**config.mk**
```make
export PLATFORM = sky130hd
export DESIGN_NAME = i2c_io_expander_core
export DESIGN_NICKNAME = d
export VERILOG_FILES = /design/src/gpio_expander_pkg.sv /design/src/i2c_io_expander_core.sv
export SDC_FILE = /design/constraint.sdc
export NUM_CORES = 1
export LEC_CHECK = 0
export ABC_AREA = 1
export BUFFER_PORTS_ARGS = -buffer_cell sky130_fd_sc_hd__buf_2
export CAP_MARGIN = 20
export CORE_AREA = 10 10 137 139
export CTS_CLUSTER_DIAMETER = 30
export DETAILED_ROUTE_END_ITERATION = 10
export DIE_AREA = 0 0 147 149
export SLEW_MARGIN = 20
export SYNTH_ARGS = -nofsm -noshare
export SYNTH_HDL_FRONTEND = slang
export SYNTH_SLANG_ARGS = --single-unit
```
**constraint.sdc**
```tcl
create_clock -name sys_clk -period 1.9 [get_ports sys_clk]
set_input_delay 0.19 -clock sys_clk [delete_from_list [all_inputs] [get_ports sys_clk]]
set_output_delay 0.19 -clock sys_clk [all_outputs]
set_load 0.01 [all_outputs]
```
**src/gpio_expander_pkg.sv**
```systemverilog
package gpio_expander_pkg;

  localparam int SYS_CLK_MHZ = 40;
  localparam int ALERT_VALID_DELAY_NS = 4000;
  localparam int ALERT_VALID_CYCLES = (ALERT_VALID_DELAY_NS * SYS_CLK_MHZ) / 1000;
  localparam int RESET_PULSE_WIDTH_NS = 4;
  localparam int RESET_PULSE_CYCLES = 1;

  localparam logic [5:0] TARGET_ADDR_BASE = 6'h10;

  localparam logic [2:0] CMD_INPUT_0 = 3'h0;
  localparam logic [2:0] CMD_INPUT_1 = 3'h1;
  localparam logic [2:0] CMD_OUTPUT_0 = 3'h2;
  localparam logic [2:0] CMD_OUTPUT_1 = 3'h3;
  localparam logic [2:0] CMD_POLARITY_0 = 3'h4;
  localparam logic [2:0] CMD_POLARITY_1 = 3'h5;
  localparam logic [2:0] CMD_CONFIG_0 = 3'h6;
  localparam logic [2:0] CMD_CONFIG_1 = 3'h7;

  localparam logic [15:0] OUTPUT_RESET = 16'hffff;
  localparam logic [15:0] POLARITY_RESET = 16'h0000;
  localparam logic [15:0] CONFIG_RESET = 16'hffff;
  localparam logic [2:0] POINTER_RESET = 3'h0;

  typedef struct packed {
    logic [15:0] outPort;
    logic [15:0] polarity;
    logic [15:0] dirCfg;
  } regs_t;

  typedef enum logic [3:0] {
    ST_IDLE, ST_ADDR, ST_ACK_ADDR, ST_CMD, ST_ACK_CMD,
    ST_WR, ST_ACK_WR, ST_RD, ST_ACK_RD
  } bus_state_t;

endpackage : gpio_expander_pkg

```
**src/i2c_io_expander_core.sv**
```systemverilog
`timescale 1ns/1ps
module i2c_io_expander_core #(
  parameter int ALERT_CYCLES = gpio_expander_pkg::ALERT_VALID_CYCLES
) (
  input wire logic sys_clk,
  input wire logic rst,
  input wire logic clkEn,
  input wire logic resetN,
  input wire logic powerOnThresholdOk,
  input wire logic addrSel,
  input wire logic sclIn,
  input wire logic sdaIn,
  output logic sdaOut,
  output logic sdaOe,
  input wire logic [15:0] ioPinsIn,
  output logic [15:0] ioPinsOut,
  output logic [15:0] ioPinsOe,
  output logic [15:0] pullUpTransistor,
  output logic [15:0] pullDownTransistor,
  output logic alertNOut,
  output logic alertNOe
);

  // Two-flop synchronisers; the first stage feeds only the second
  logic [1:0] sclSync_r, sdaSync_r, rstnSync_r, porSync_r, addrSync_r;
  logic [15:0] pinsMeta_r, pins_r;
  logic sclDly_r, sdaDly_r;

  always_ff @(posedge sys_clk) begin
    if (clkEn) begin
      sclSync_r <= {sclSync_r[0], sclIn};
      sdaSync_r <= {sdaSync_r[0], sdaIn};
      rstnSync_r <= {rstnSync_r[0], resetN};
      porSync_r <= {porSync_r[0], powerOnThresholdOk};
      // Select pin is held per transaction, so latency is harmless
      addrSync_r <= {addrSync_r[0], addrSel};
      pinsMeta_r <= ioPinsIn;
      pins_r <= pinsMeta_r;
      sclDly_r <= sclSync_r[1];
      sdaDly_r <= sdaSync_r[1];
    end
  end

  wire scl = sclSync_r[1];
  wire sda = sdaSync_r[1];
  // Pin reset and power-on reset act like the system reset
  wire coreRst = rst | ~rstnSync_r[1] | ~porSync_r[1];
  // Conditions from sampled transitions; glitch filtering left to the pad
  wire sclRise = scl & ~sclDly_r;
  wire sclFall = ~scl & sclDly_r;
  wire startCond = scl & sclDly_r & sdaDly_r & ~sda;
  wire stopCond = scl & sclDly_r & ~sdaDly_r & sda;

  gpio_expander_pkg::regs_t regs_r;
  gpio_expander_pkg::bus_state_t state_r;
  logic [2:0] ptr_r;
  logic [7:0] shift_r;
  logic [7:0] tx_r;
  logic [3:0] bitCnt_r;
  logic rdMode_r;
  logic sdaLow_r;
  logic masterAck_r;
  logic [15:0] snap_r;
  logic [7:0] alertCnt_r;
  logic alert_r;

  function automatic logic [7:0] regRead(input logic [2:0] p,
                                         input gpio_expander_pkg::regs_t r,
                                         input logic [15:0] pv);
    logic [15:0] inVal;
    inVal = pv ^ r.polarity;
    case (p)
      gpio_expander_pkg::CMD_INPUT_0: regRead = inVal[7:0];
      gpio_expander_pkg::CMD_INPUT_1: regRead = inVal[15:8];
      gpio_expander_pkg::CMD_OUTPUT_0: regRead = r.outPort[7:0];
      gpio_expander_pkg::CMD_OUTPUT_1: regRead = r.outPort[15:8];
      gpio_expander_pkg::CMD_POLARITY_0: regRead = r.polarity[7:0];
      gpio_expander_pkg::CMD_POLARITY_1: regRead = r.polarity[15:8];
      gpio_expander_pkg::CMD_CONFIG_0: regRead = r.dirCfg[7:0];
      default: regRead = r.dirCfg[15:8];
    endcase
  endfunction : regRead

  wire [6:0] myAddr = {gpio_expander_pkg::TARGET_ADDR_BASE, addrSync_r[1]};
  wire addrMatch = (shift_r[7:1] == myAddr);
  wire [7:0] rdByte = regRead(ptr_r, regs_r, pins_r);
  // Registers pair up: next byte goes to the other half of the pair
  wire [2:0] ptrPair = {ptr_r[2:1], ~ptr_r[0]};
  wire byteDone = (bitCnt_r == 4'h8);

  // Serial target state machine
  always_ff @(posedge sys_clk) begin
    if (coreRst) begin
      state_r <= gpio_expander_pkg::ST_IDLE;
      sdaLow_r <= 1'b0;
      bitCnt_r <= 4'h0;
      shift_r <= 8'h00;
      tx_r <= 8'h00;
      rdMode_r <= 1'b0;
      masterAck_r <= 1'b0;
      ptr_r <= gpio_expander_pkg::POINTER_RESET;
    end else if (clkEn) begin
      if (startCond) begin
        state_r <= gpio_expander_pkg::ST_ADDR;
        bitCnt_r <= 4'h0;
        sdaLow_r <= 1'b0;
      end else if (stopCond) begin
        state_r <= gpio_expander_pkg::ST_IDLE;
        sdaLow_r <= 1'b0;
      end else begin
        case (state_r)
          gpio_expander_pkg::ST_ADDR, gpio_expander_pkg::ST_CMD,
          gpio_expander_pkg::ST_WR: begin
            if (sclRise && !byteDone) begin
              shift_r <= {shift_r[6:0], sda};
              bitCnt_r <= bitCnt_r + 4'h1;
            end else if (sclFall && byteDone) begin
              bitCnt_r <= 4'h0;
              if (state_r == gpio_expander_pkg::ST_ADDR) begin
                if (addrMatch) begin
                  sdaLow_r <= 1'b1;
                  rdMode_r <= shift_r[0];
                  state_r <= gpio_expander_pkg::ST_ACK_ADDR;
                end else begin
                  state_r <= gpio_expander_pkg::ST_IDLE;
                end
              end else if (state_r == gpio_expander_pkg::ST_CMD) begin
                ptr_r <= shift_r[2:0];
                sdaLow_r <= 1'b1;
                state_r <= gpio_expander_pkg::ST_ACK_CMD;
              end else begin
                ptr_r <= ptrPair;
                sdaLow_r <= 1'b1;
                state_r <= gpio_expander_pkg::ST_ACK_WR;
              end
            end
          end
          gpio_expander_pkg::ST_ACK_ADDR: begin
            if (sclFall) begin
              if (rdMode_r) begin
                tx_r <= rdByte;
                sdaLow_r <= ~rdByte[7];
                state_r <= gpio_expander_pkg::ST_RD;
              end else begin
                sdaLow_r <= 1'b0;
                state_r <= gpio_expander_pkg::ST_CMD;
              end
            end
          end
          gpio_expander_pkg::ST_ACK_CMD, gpio_expander_pkg::ST_ACK_WR: begin
            if (sclFall) begin
              sdaLow_r <= 1'b0;
              state_r <= gpio_expander_pkg::ST_WR;
            end
          end
          gpio_expander_pkg::ST_RD: begin
            if (sclFall) begin
              if (bitCnt_r == 4'h7) begin
                bitCnt_r <= 4'h0;
                sdaLow_r <= 1'b0;
                state_r <= gpio_expander_pkg::ST_ACK_RD;
              end else begin
                bitCnt_r <= bitCnt_r + 4'h1;
                tx_r <= {tx_r[6:0], 1'b0};
                sdaLow_r <= ~tx_r[6];
              end
            end
          end
          gpio_expander_pkg::ST_ACK_RD: begin
            if (sclRise) begin
              masterAck_r <= ~sda;
              ptr_r <= ptrPair;
            end else if (sclFall) begin
              if (masterAck_r) begin
                tx_r <= rdByte;
                sdaLow_r <= ~rdByte[7];
                state_r <= gpio_expander_pkg::ST_RD;
              end else begin
                sdaLow_r <= 1'b0;
                state_r <= gpio_expander_pkg::ST_IDLE;
              end
            end
          end
          default: begin
            sdaLow_r <= 1'b0;
          end
        endcase
      end
    end
  end

  // Register writes land on the byte's last falling edge, before its ACK
  wire wrStrobe = clkEn & ~startCond & ~stopCond & sclFall & byteDone
                  & (state_r == gpio_expander_pkg::ST_WR);

  always_ff @(posedge sys_clk) begin
    if (coreRst) begin
      regs_r.outPort <= gpio_expander_pkg::OUTPUT_RESET;
      regs_r.polarity <= gpio_expander_pkg::POLARITY_RESET;
      regs_r.dirCfg <= gpio_expander_pkg::CONFIG_RESET;
    end else if (wrStrobe) begin
      case (ptr_r)
        gpio_expander_pkg::CMD_OUTPUT_0: regs_r.outPort[7:0] <= shift_r;
        gpio_expander_pkg::CMD_OUTPUT_1: regs_r.outPort[15:8] <= shift_r;
        gpio_expander_pkg::CMD_POLARITY_0: regs_r.polarity[7:0] <= shift_r;
        gpio_expander_pkg::CMD_POLARITY_1: regs_r.polarity[15:8] <= shift_r;
        gpio_expander_pkg::CMD_CONFIG_0: regs_r.dirCfg[7:0] <= shift_r;
        gpio_expander_pkg::CMD_CONFIG_1: regs_r.dirCfg[15:8] <= shift_r;
        default: regs_r.dirCfg <= regs_r.dirCfg;
      endcase
    end
  end

  // Change alert: compares inputs with the levels last read out.
  // Clearing re-snapshots the port at the ACK clock rise, so a change
  // while the byte shifts out can be absorbed; any later change shows again.
  wire rdAckRise = clkEn & ~startCond & ~stopCond & sclRise
                   & (state_r == gpio_expander_pkg::ST_ACK_RD);
  wire clrLow = rdAckRise & (ptr_r == gpio_expander_pkg::CMD_INPUT_0);
  wire clrHigh = rdAckRise & (ptr_r == gpio_expander_pkg::CMD_INPUT_1);
  // Output pins are masked out of the compare
  wire [15:0] changed = (pins_r ^ snap_r) & regs_r.dirCfg;
  wire anyChange = |changed;

  always_ff @(posedge sys_clk) begin
    if (coreRst) begin
      snap_r <= pins_r;
      alertCnt_r <= 8'h00;
      alert_r <= 1'b0;
    end else if (clkEn) begin
      if (clrLow) begin
        snap_r[7:0] <= pins_r[7:0];
      end
      if (clrHigh) begin
        snap_r[15:8] <= pins_r[15:8];
      end
      if (!anyChange || clrLow || clrHigh) begin
        alertCnt_r <= 8'h00;
        alert_r <= 1'b0;
      end else if (alertCnt_r == ALERT_CYCLES[7:0] - 8'h01) begin
        alert_r <= 1'b1;
      end else begin
        alertCnt_r <= alertCnt_r + 8'h01;
      end
    end
  end

  // Pin drivers
  assign ioPinsOe = ~regs_r.dirCfg;
  assign ioPinsOut = regs_r.outPort;
  assign pullUpTransistor = ~regs_r.dirCfg & regs_r.outPort;
  assign pullDownTransistor = ~regs_r.dirCfg & ~regs_r.outPort;

  assign sdaOut = 1'b0;
  assign sdaOe = sdaLow_r;
  assign alertNOut = 1'b0;
  assign alertNOe = alert_r;

endmodule : i2c_io_expander_core
```
==> Yosys cells after proc, flatten, opt, wreduce, memory -nomap -nowiden <==
Index checks and enable logic that the tools add are counted.
{ "classes": {"add_sub_neg": 2, "mul": 0, "n_div": 0, "magnitude_cmp": 0, "n_eq_ne": 43, "shifts": 0, "muxes": 61, "bitwise": 39, "reduce_logical": 37} }
{ "op_table": {"columns": ["cell", "count"], "rows": [
  ["$mux W4", 17],
  ["$pmux W8 S7", 1],
  ["$mux W7", 7],
  ["$and A16 B16 Y16", 3],
  ["$ne A4 B4 Y1 const B", 9],
  ["$mux W16", 2],
  ["$mux W8", 4],
  ["$not A16 Y16", 2],
  ["$xor A16 B16 Y16", 2],
  ["$ne A2 B2 Y1 const B", 13],
  ["$pmux W7 S3", 1],
  ["$eq A4 B3 Y1 const B", 5],
  ["$pmux W4 S5", 1],
  ["$reduce_and A2 Y1", 10],
  ["$mux W3", 6],
  ["$reduce_and A9 Y1", 2],
  ["$mux W1", 17],
  ["$and A1 B1 Y1", 16],
  ["$reduce_and A8 Y1", 2],
  ["$reduce_or A16 Y1", 1],
  ["$reduce_and A5 Y1", 3],
  ["$not A1 Y1", 14],
  ["$eq A3 B3 Y1 const B", 4],
  ["$reduce_and A11 Y1", 1],
  ["other kinds (26)", 39]
]} }
{ "totals": {"reg_bits": 146, "latch_bits": 0, "ram_bits": 0, "rom_bits": 0, "mem_count": 0} }

==> Logic depth before layout (Yosys ltp) <==
Gate-level depths: netlist of the first run.
{ "depth": {"word_depth": 13, "ltp_mapped": 13} }

==> Worst setup path after synthesis of the first run <==
OpenSTA, ideal clock, no wires.
{ "synth_timing": {"path_type": "register to register", "start": "register bitCnt_r[0]", "end": "register regs_r[31] (netlist bit)", "setup_ps": 119, "arrival_ps": 1460, "t_required_ps": 1781, "path_slack_ps": 321, "stages_incl_launch_ff": 13, "period_less_slack_ps": 1579, "cell_sequence": "dfxtp_1 inv_1 ha_1 nand3_1 inv_1 nand2_1 nor2_2 nand2_2 inv_2 nand2_2 buf_2 o21ai_0 a21oi_1"} }
{ "synth_via": {"elab_chain_len": 4} }
{ "synth_lines": {"columns": ["item", "line_no", "source"], "rows": [
  ["from (decl)", "i2c_io_expander_core.sv:59", "logic [3:0] bitCnt_r;"],
  ["from (signal assigned)", "i2c_io_expander_core.sv:116", "bitCnt_r <= bitCnt_r + 4'h1;"],
  ["from (signal assigned)", "i2c_io_expander_core.sv:163", "bitCnt_r <= bitCnt_r + 4'h1;"],
  ["$eq A4 B4 Y1", "i2c_io_expander_core.sv:89", "wire byteDone = (bitCnt_r == 4'h8);"],
  ["$and A1 B1 Y1", "i2c_io_expander_core.sv:193", "wire wrStrobe = clkEn & ~startCond & ~stopCond & sclFall & byteDone"],
  ["$and A1 B1 Y1", "i2c_io_expander_core.sv:194", "& (state_r == gpio_expander_pkg::ST_WR);"],
  ["$reduce_and A2 Y1 (no line)", null, null],
  ["to (decl)", "i2c_io_expander_core.sv:54", "gpio_expander_pkg::regs_t regs_r;"]
]} }
Every way passes these cells.
A chain may end at the register's enable or synchronous reset.

==> Worst setup path after layout of the first run <==
{ "layout_timing": {"start": "register bitCnt_r[0]", "end": "register tx_r[6]"} }
{ "layout_via": {"elab_chain_len": 3} }
{ "layout_lines": {"columns": ["item", "line_no", "source"], "rows": [
  ["$eq A4 B3 Y1", "i2c_io_expander_core.sv:158", "if (bitCnt_r == 4'h7) begin"],
  ["$ne A2 B2 Y1 (no line)", null, null],
  ["$reduce_and A11 Y1 (no line)", null, null],
  ["to (signal assigned)", "i2c_io_expander_core.sv:141", "tx_r <= rdByte;"],
  ["to (signal assigned)", "i2c_io_expander_core.sv:164", "tx_r <= {tx_r[6:0], 1'b0};"],
  ["to (signal assigned)", "i2c_io_expander_core.sv:175", "tx_r <= rdByte;"],
  ["to (decl)", "i2c_io_expander_core.sv:58", "logic [7:0] tx_r;"]
]} }
Every way passes these cells.

==> summary.md, run 1 <==
| Metric | Value |
|---|---|
| Status | `finished, final reports clean` |
| Seq cells post-synth | `between 100 and 150` |
| Fin crit period | `1.75 ns` |
| Total number of vias | `roughly 6,300` |
| Root Driver | `clkbuf_16` |
| Largest net degree at the start of global routing | `52` |
| Setup repair after global routing missed its margin | `no` |
| Row cnt | `47` |
| Design Area, Final | `roughly 0.0087 mm^2` |
| Leakage power | `3.98 nW` |
| Critical path class | `reg2reg` |
| Share of post-route cells with drive strength above 1 | `0.198` |
| Clk slew on worst S/H paths | `around 0.060 ns` |
| Layout Skew | `around 0.011 ns` |
| WL per Instance | `between 15 and 20 um` |
| Port Buffer Count | `between 80 and 90` |
| Least-Margin Pin Slew | `0.629 ns` |
| Max Freq | `about 570 MHz` |
| Number of global-route vias before repair | `5,730` |
| Io pins | `92` |
| Clk buf depth | `2` |
| Warnings from Yosys | `0` |
| Antenna fix cells | `0` |
| Final Setup Violations | `0` |
| Crit-path cells | `ha_1 > nand2_1 > nor2_1 > nand2_4 > nand2_1 > inv_1 > nand2_2 > nor3_4 > inv_2 > buf_4 > nand2_1 > a21oi_1` |
| WL final | `just over 20,000 um` |
| Layout Area Growth over Synthesis | `23.1%` |
| Detailed-route DRC error count | `0` |
| Critical path buffers and inverters | `3` |
| CP Data Arrival Time | `about 2 ns` |
| Nets | `between 1,000 and 1,500` |
| Antenna-violating nets left | `0` |
| Max-slew headroom | `0.581` |
| Sequential-to-total area share from yosys stat | `0.498` |
| Die Ht | `around 150 um` |
| Final Hold Viols | `0` |
| Final max-slew violation count | `0` |
| Crit-path leading delay family | `simple AND/OR/NAND/NOR gates` |
| Initial antenna violation count | `0` |
| H-tree levels | `4` |
| Initial core utilization | `0.438` |
| Crit-path max FO | `9` |
| Post-synth cell types | `39` |
| Startpoint types | `flop` |
| Slowest cell on crit path | `dfxtp_1` |
| Core area | `around 0.016 mm^2` |
| Period utilization | `0.920` |
| Mapped cell area | `0.00708 mm^2` |
| Wire length of the first global-routing pass | `around 32,000 um` |
| Hpwl dp | `approximately 15,000 um` |
| Pwr dens | `801 mW/mm^2` |
| Via-to-Cell Ratio | `approximately 5.1` |
| Clock Latency Late Sink | `0.43 ns` |
| Max stage delay on crit path | `~0.32 ns` |
| Tot GR Track Use | `0.187` |
| Die width | `between 100 and 150 um` |
| Crit path required time | `~2.2 ns` |
| Placed Area | `0.00785 mm^2` |
| Final Util | `0.539` |
| CP endpoint kind | `flop` |
| CP most frequent cell | `nand2_1` |
| HP Class | `in2reg` |
| CTS tree | `built` |
| Full die area | `0.0219 mm^2` |
| Total grt overflow | `0` |
| Max_cap viols | `0` |
| Placer congestion estimate | `0.951` |
| Syn Area/Cell | `approximately 8 um^2` |
| Iteration-0 DRC Markers | `460` |
| Cell count after synthesis | `between 800 and 900` |
| # clock sinks | `between 100 and 150` |
| Max IR drop VDD | `0.645 mV` |
| CTS Buf Count | `17` |
| Setup_tns | `0 ns` |
| Drt pass-1 iters | `5` |
per-layer routing:
layer | GRT usage | vias to the layer above | wire, um
met4 | 0.0768 | 0 | 514
met3 | 0.0476 | 38 | 1690
li1 | - | 3184 | -
met5 | 0 | - | 0
met2 | 0.273 | 249 | 8670
met1 | 0.258 | 2861 | 9630
tightest hold or removal path: cells and delay by family:
family                 cells  cell delay [ns]
and+or+nand+nor            2             0.09
buffers and inverters      1             0.10
AOI/OAI and AO/OA          1             0.06
cells in the final DEF, fill, tap and decap left out, drive strengths merged:
cell type	Yosys	routed
nand2	179	179
nor2	139	139
buf	28	132
inv	124	127
dfxtp	86	86
a21oi	65	65
edfxtp	60	60
o21ai	45	45
nand3	41	41
o211ai	35	35
dlygate4sd3	0	21
clkbuf	13	21
nand4	18	18
o22ai	14	14
nor3	9	9
xor2	7	7
xnor2	7	7
clkinvlp	0	5
or2	4	4
o2111ai	3	3
ha	3	3
a31oi	2	2
conb	1	2
clkinv	0	2
nor3b	1	1
o211a	1	1
a211oi	1	1
a21boi	1	1
bufinv	0	1
state kept, by name, summed over array words and instances, names as in the netlist, 2 cells and up:
name / count
addrSync_r: 2
alertCnt_r: 8
bitCnt_r: 4
ioPinsOut: 16
pinsMeta_r: 16
pins_r: 16
porSync_r: 2
ptr_r: 3
regs_r: 32
rstnSync_r: 2
sclSync_r: 2
sdaSync_r: 2
shift_r: 8
snap_r: 16
state_r: 4
tx_r: 7
cell type report:
class,count,area (um^2)
clock inverter,11,106
timing repair buffer,153,1000
tap,220,275
fill,1522,7460
multi-input combinational,577,2880
inverter,124,468
sequential,146,3530
clock buffer,21,450
repair_timing:
| action | in CTS | in global routing |
|---|---|---|
| resized for setup | 1 | 17 |
| hold buffers | 21 | 0 |
| setup endpoints to repair | 1 | 30 |
| hold endpoints to repair | 21 | 0 |
| buffers inserted | 0 | 8 |
| pin swaps | 0 | 1 |
cells by family after synthesis:
group	count (synthesis)	synth area share
other cells	1	0.000530
compound gates	167	0.137
buf+inv	165	0.101
xor+xnor	14	0.0173
flops	146	0.498
fa+ha+maj	3	0.00530
simple gates	391	0.241
Yosys cell counts:
library cell | number | share of area
nand2_1 | 171 | 0.091
nor2_1 | 128 | 0.068
inv_1 | 116 | 0.062
dfxtp_1 | 86 | 0.24
a21oi_1 | 64 | 0.045
edfxtp_1 | 60 | 0.25
o21ai_0 | 44 | 0.031
nand3_1 | 39 | 0.028
o211ai_1 | 35 | 0.037
buf_4 | 23 | 0.024
nand4_1 | 17 | 0.015
o22ai_1 | 14 | 0.012
clkbuf_1 | 13 | 0.0069
nor2_2 | 10 | 0.0088
inv_2 | 8 | 0.0042
xnor2_1 | 7 | 0.0087
xor2_1 | 7 | 0.0087
nand2_2 | 6 | 0.0053
nor3_1 | 6 | 0.0042
buf_2 | 4 | 0.0028
ha_1 | 3 | 0.0053
o2111ai_1 | 3 | 0.0037
or2_2 | 3 | 0.0027
a31oi_1 | 2 | 0.0018
nand2_4 | 2 | 0.0032
nand3_2 | 2 | 0.0028
nor3_4 | 2 | 0.0046
a211oi_1 | 1 | 0.0011
a21boi_0 | 1 | 0.0011
a21oi_2 | 1 | 0.0012
buf_6 | 1 | 0.0016
conb_1 | 1 | 0.00053
nand4_2 | 1 | 0.0018
nor2_8 | 1 | 0.0028
nor3_2 | 1 | 0.0014
nor3b_1 | 1 | 0.0011
o211a_1 | 1 | 0.0014
o21ai_1 | 1 | 0.00071
or2_0 | 1 | 0.00088
where the power goes:
group / internal [mW] / switching, mW / total [mW] / leakage [nW]
logic: 0.142 / 0.223 / 0.365 / 2.44
registers: 3.38 / 0.0671 / 3.45 / 1.29
clock network: 1.84 / 1.33 / 3.17 / 0.254
path summary, 6_finish.rpt:
path	end	cells past startpoint	slack [ns]	start
max	tx_r[6]$_SDFFE_PP0P_	12	0.15	bitCnt_r[0]$_SDFFE_PP0P_
max reg2reg	tx_r[6]$_SDFFE_PP0P_	12	0.15	bitCnt_r[0]$_SDFFE_PP0P_
min reg2reg	pins_r[6]$_DFFE_PP_	0	0.42	pinsMeta_r[6]$_DFFE_PP_
min	alertCnt_r[0]$_SDFFE_PP0P_	4	0.07	rst
through the flow:
step | worst slack (ns) | hold slack (ns) | total power [mW] | cells
global placement | 0.0501 | 0.367 | 3.83 | 1191
global route | 0.000186 | 0.0975 | 7.23 | 1252
finish | 0.152 | 0.0704 | 6.98 | 1252
CTS | 0.0388 | 0.0589 | 7.05 | 1244
floorplan | 0.321 | 0.289 | 3.70 | 888
detailed placement | 0.0357 | 0.368 | 3.84 | 1191
Note: power is estimated with default switching activity, not from simulation.
==> run 2, diff against run 1 <==
HOLD_SLACK_MARGIN = 0.05   (was unset)
PLACE_DENSITY = 0.68   (was unset)
==> summary.md, run 2 (synthesis gave the netlist of run 1 again) <==
| Metric | Value |
|---|---|
| Worst Hold Launch | `rst` |
| Period utilization | `0.906` |
| Initial antenna violation count | `0` |
| Max stage delay on crit path | `roughly 0.35 ns` |
| Hpwl dp | `around 15,000 um` |
| Max_cap viols | `0` |
| Worst r2r dst | `bitCnt_r[1]$_SDFFE_PP0P_` |
| CP endpoint kind | `flop` |
| Initial core utilization | `0.438` |
| Final max-slew violation count | `0` |
| Io pins | `a little over 90` |
| Nets | `around 1,000` |
| Port Buffer Count | `89` |
| Status | `finished, final reports clean` |
| FF-to-FF Start | `state_r[3]$_SDFFE_PP0P_` |
| Slowest cell on crit path | `dfxtp_1` |
| Crit-path cells | `inv_1 > nand2_1 > a21oi_2 > nand2_1 > o21ai_1 > nand2_1 > nand2_1 > inv_1 > o21ai_0 > a21oi_1` |
| CTS Buf Count | `17` |
| Worst Hold Slack | `0.0984 ns` |
| Placed Area | `between 0.007 and 0.008 mm^2` |
| Placer congestion estimate | `0.962` |
| Wire length of the first global-routing pass | `31,600 um` |
| Antenna fix cells | `0` |
| # clock sinks | `146` |
| Max Freq | `roughly 580 MHz` |
| Iteration-0 DRC Markers | `slightly above 400` |
| Max IR drop VDD | `around 0.6 mV` |
| Crit-path max FO | `5` |
| Clk buf depth | `2` |
| Root Driver | `clkbuf_16` |
| Layout Skew | `around 0.014 ns` |
| Share of post-route cells with drive strength above 1 | `0.195` |
| CP Data Arrival Time | `2.02 ns` |
| Clock Latency Late Sink | `roughly 0.42 ns` |
| Max FFs per register | `32` |
| Startpoint types | `flop` |
| Die Ht | `149 um` |
| Biggest register | `regs_r` |
| Row cnt | `47` |
| # fillers | `1,504` |
| Hold path cells | `4` |
| HP Class | `in2reg` |
| Full die area | `~0.022 mm^2` |
| Total number of vias | `between 6,000 and 7,000` |
| WL final | `~20,000 um` |
| Layout Area Growth over Synthesis | `23.4%` |
| Die width | `between 100 and 150 um` |
| Worst hold endpoint | `alertCnt_r[0]$_SDFFE_PP0P_` |
| Design Area, Final | `0.00873 mm^2` |
| Final Setup Violations | `0` |
| Final Power | `just over 7 mW` |
| Worst Reg-to-Reg Cells | `10` |
| Detailed-route DRC error count | `0` |
| Most frequent cells in the layout | `nand2_1 (171), nor2_1 (126), inv_1 (116)` |
| Number of global-route vias before repair | `5,939` |
| Fin crit period | `1.72 ns` |
| Most common cell after layout, fill and taps aside | `nand2_1` |
| WL per Instance | `about 16 um` |
| Clk slew on worst S/H paths | `about 0.06 ns` |
| Leakage power | `between 3 and 4 nW` |
| Antenna-violating nets left | `0` |
| Drt pass-1 iters | `5` |
| Critical path class | `reg2reg` |
| Total grt overflow | `0` |
| H-tree levels | `4` |
| Final Hold Viols | `0` |
| Pre-CTS setup slack | `~0.064 ns` |
| Pwr dens | `about 830 mW/mm^2` |
| Tot GR Track Use | `0.181` |
| Crit path required time | `2.20 ns` |
| Core area | `around 0.016 mm^2` |
| Largest net degree at the start of global routing | `33` |
| Via-to-Cell Ratio | `roughly 5` |
| CTS tree | `built` |
| R2R setup slack | `about 0.18 ns` |
| CP most frequent cell | `nand2_1` |
| Setup ws final | `between 0.15 and 0.2 ns` |
[run 2: changes by cell type in the layout (fill, tap and decap cells not counted), sizes merged]
cell / delta
bufinv: +2
clkinv: +1
clkbuf: -3
inv: +1
clkinvlp: -1
buf: -2
[run 2: final cells by class]
cell class	count	area [um^2]	area share
clock buffer	18	429	0.0492
clock inverter	14	178	0.0203
inverter	124	468	0.0536
multi-input combinational	577	2880	0.330
sequential	146	3520	0.404
tap	220	275	0.0315
timing repair buffer	151	976	0.112
[run 2: what timing repair did]
| item | in CTS | in global routing |
|---|---|---|
| pin swaps | 0 | 1 |
| hold buffers | 21 | 0 |
| setup endpoints to repair | 1 | 25 |
| setup buffers | 0 | 3 |
| gates resized for setup | 1 | 11 |
| hold endpoints to repair | 21 | 0 |
[run 2: per-stage QoR]
stage / TNS, ns / util / std cells
after floorplan: 0 / - / 888
after global placement: 0 / 0.486 / 1194
after detailed placement: 0 / 0.486 / 1194
after CTS: 0 / 0.537 / 1247
after global routing: -0.00996 / 0.540 / 1250
final: 0 / 0.540 / 1250
[run 2: how the worst max path moves through the flow]
stage / startpoint / endpoint / depth (start not counted)
CTS: bitCnt_r[0]$_SDFFE_PP0P_ / regs_r[20]$_SDFFE_PP0P_ / 11
global placement: sclSync_r[1]$_DFFE_PP_ / regs_r[16]$_SDFFE_PP0P_ / 8
detailed placement: sclSync_r[1]$_DFFE_PP_ / regs_r[16]$_SDFFE_PP0P_ / 8
finish: state_r[3]$_SDFFE_PP0P_ / bitCnt_r[1]$_SDFFE_PP0P_ / 10
global route: bitCnt_r[0]$_SDFFE_PP0P_ / tx_r[4]$_SDFFE_PP0P_ / 12
floorplan: bitCnt_r[0]$_SDFFE_PP0P_ / regs_r[31]$_SDFFE_PP0P_ / 12
[run 2: metal layers]
layer / vias up / GRT usage / routed length (um)
met4: 0 / 0.0882 / 696
li1: 3175 / - / -
met2: 207 / 0.273 / 8450
met1: 2820 / 0.235 / 8950
met5: - / 0 / 0
met3: 37 / 0.0513 / 1560
[run 2: critical path, delay by kind of cell, from the launching register on]
family,cells,cell delay [ns]
DFF,1,0.35
and+or+nand+nor,4,0.44
buffers and inverters,2,0.25
AOI/OAI and AO/OA,4,0.56
[run 2: power by group]
group | switching, mW | internal, mW
sequential | 0.0700 | 3.38
clock | 1.34 | 2.08
combinational | 0.218 | 0.141
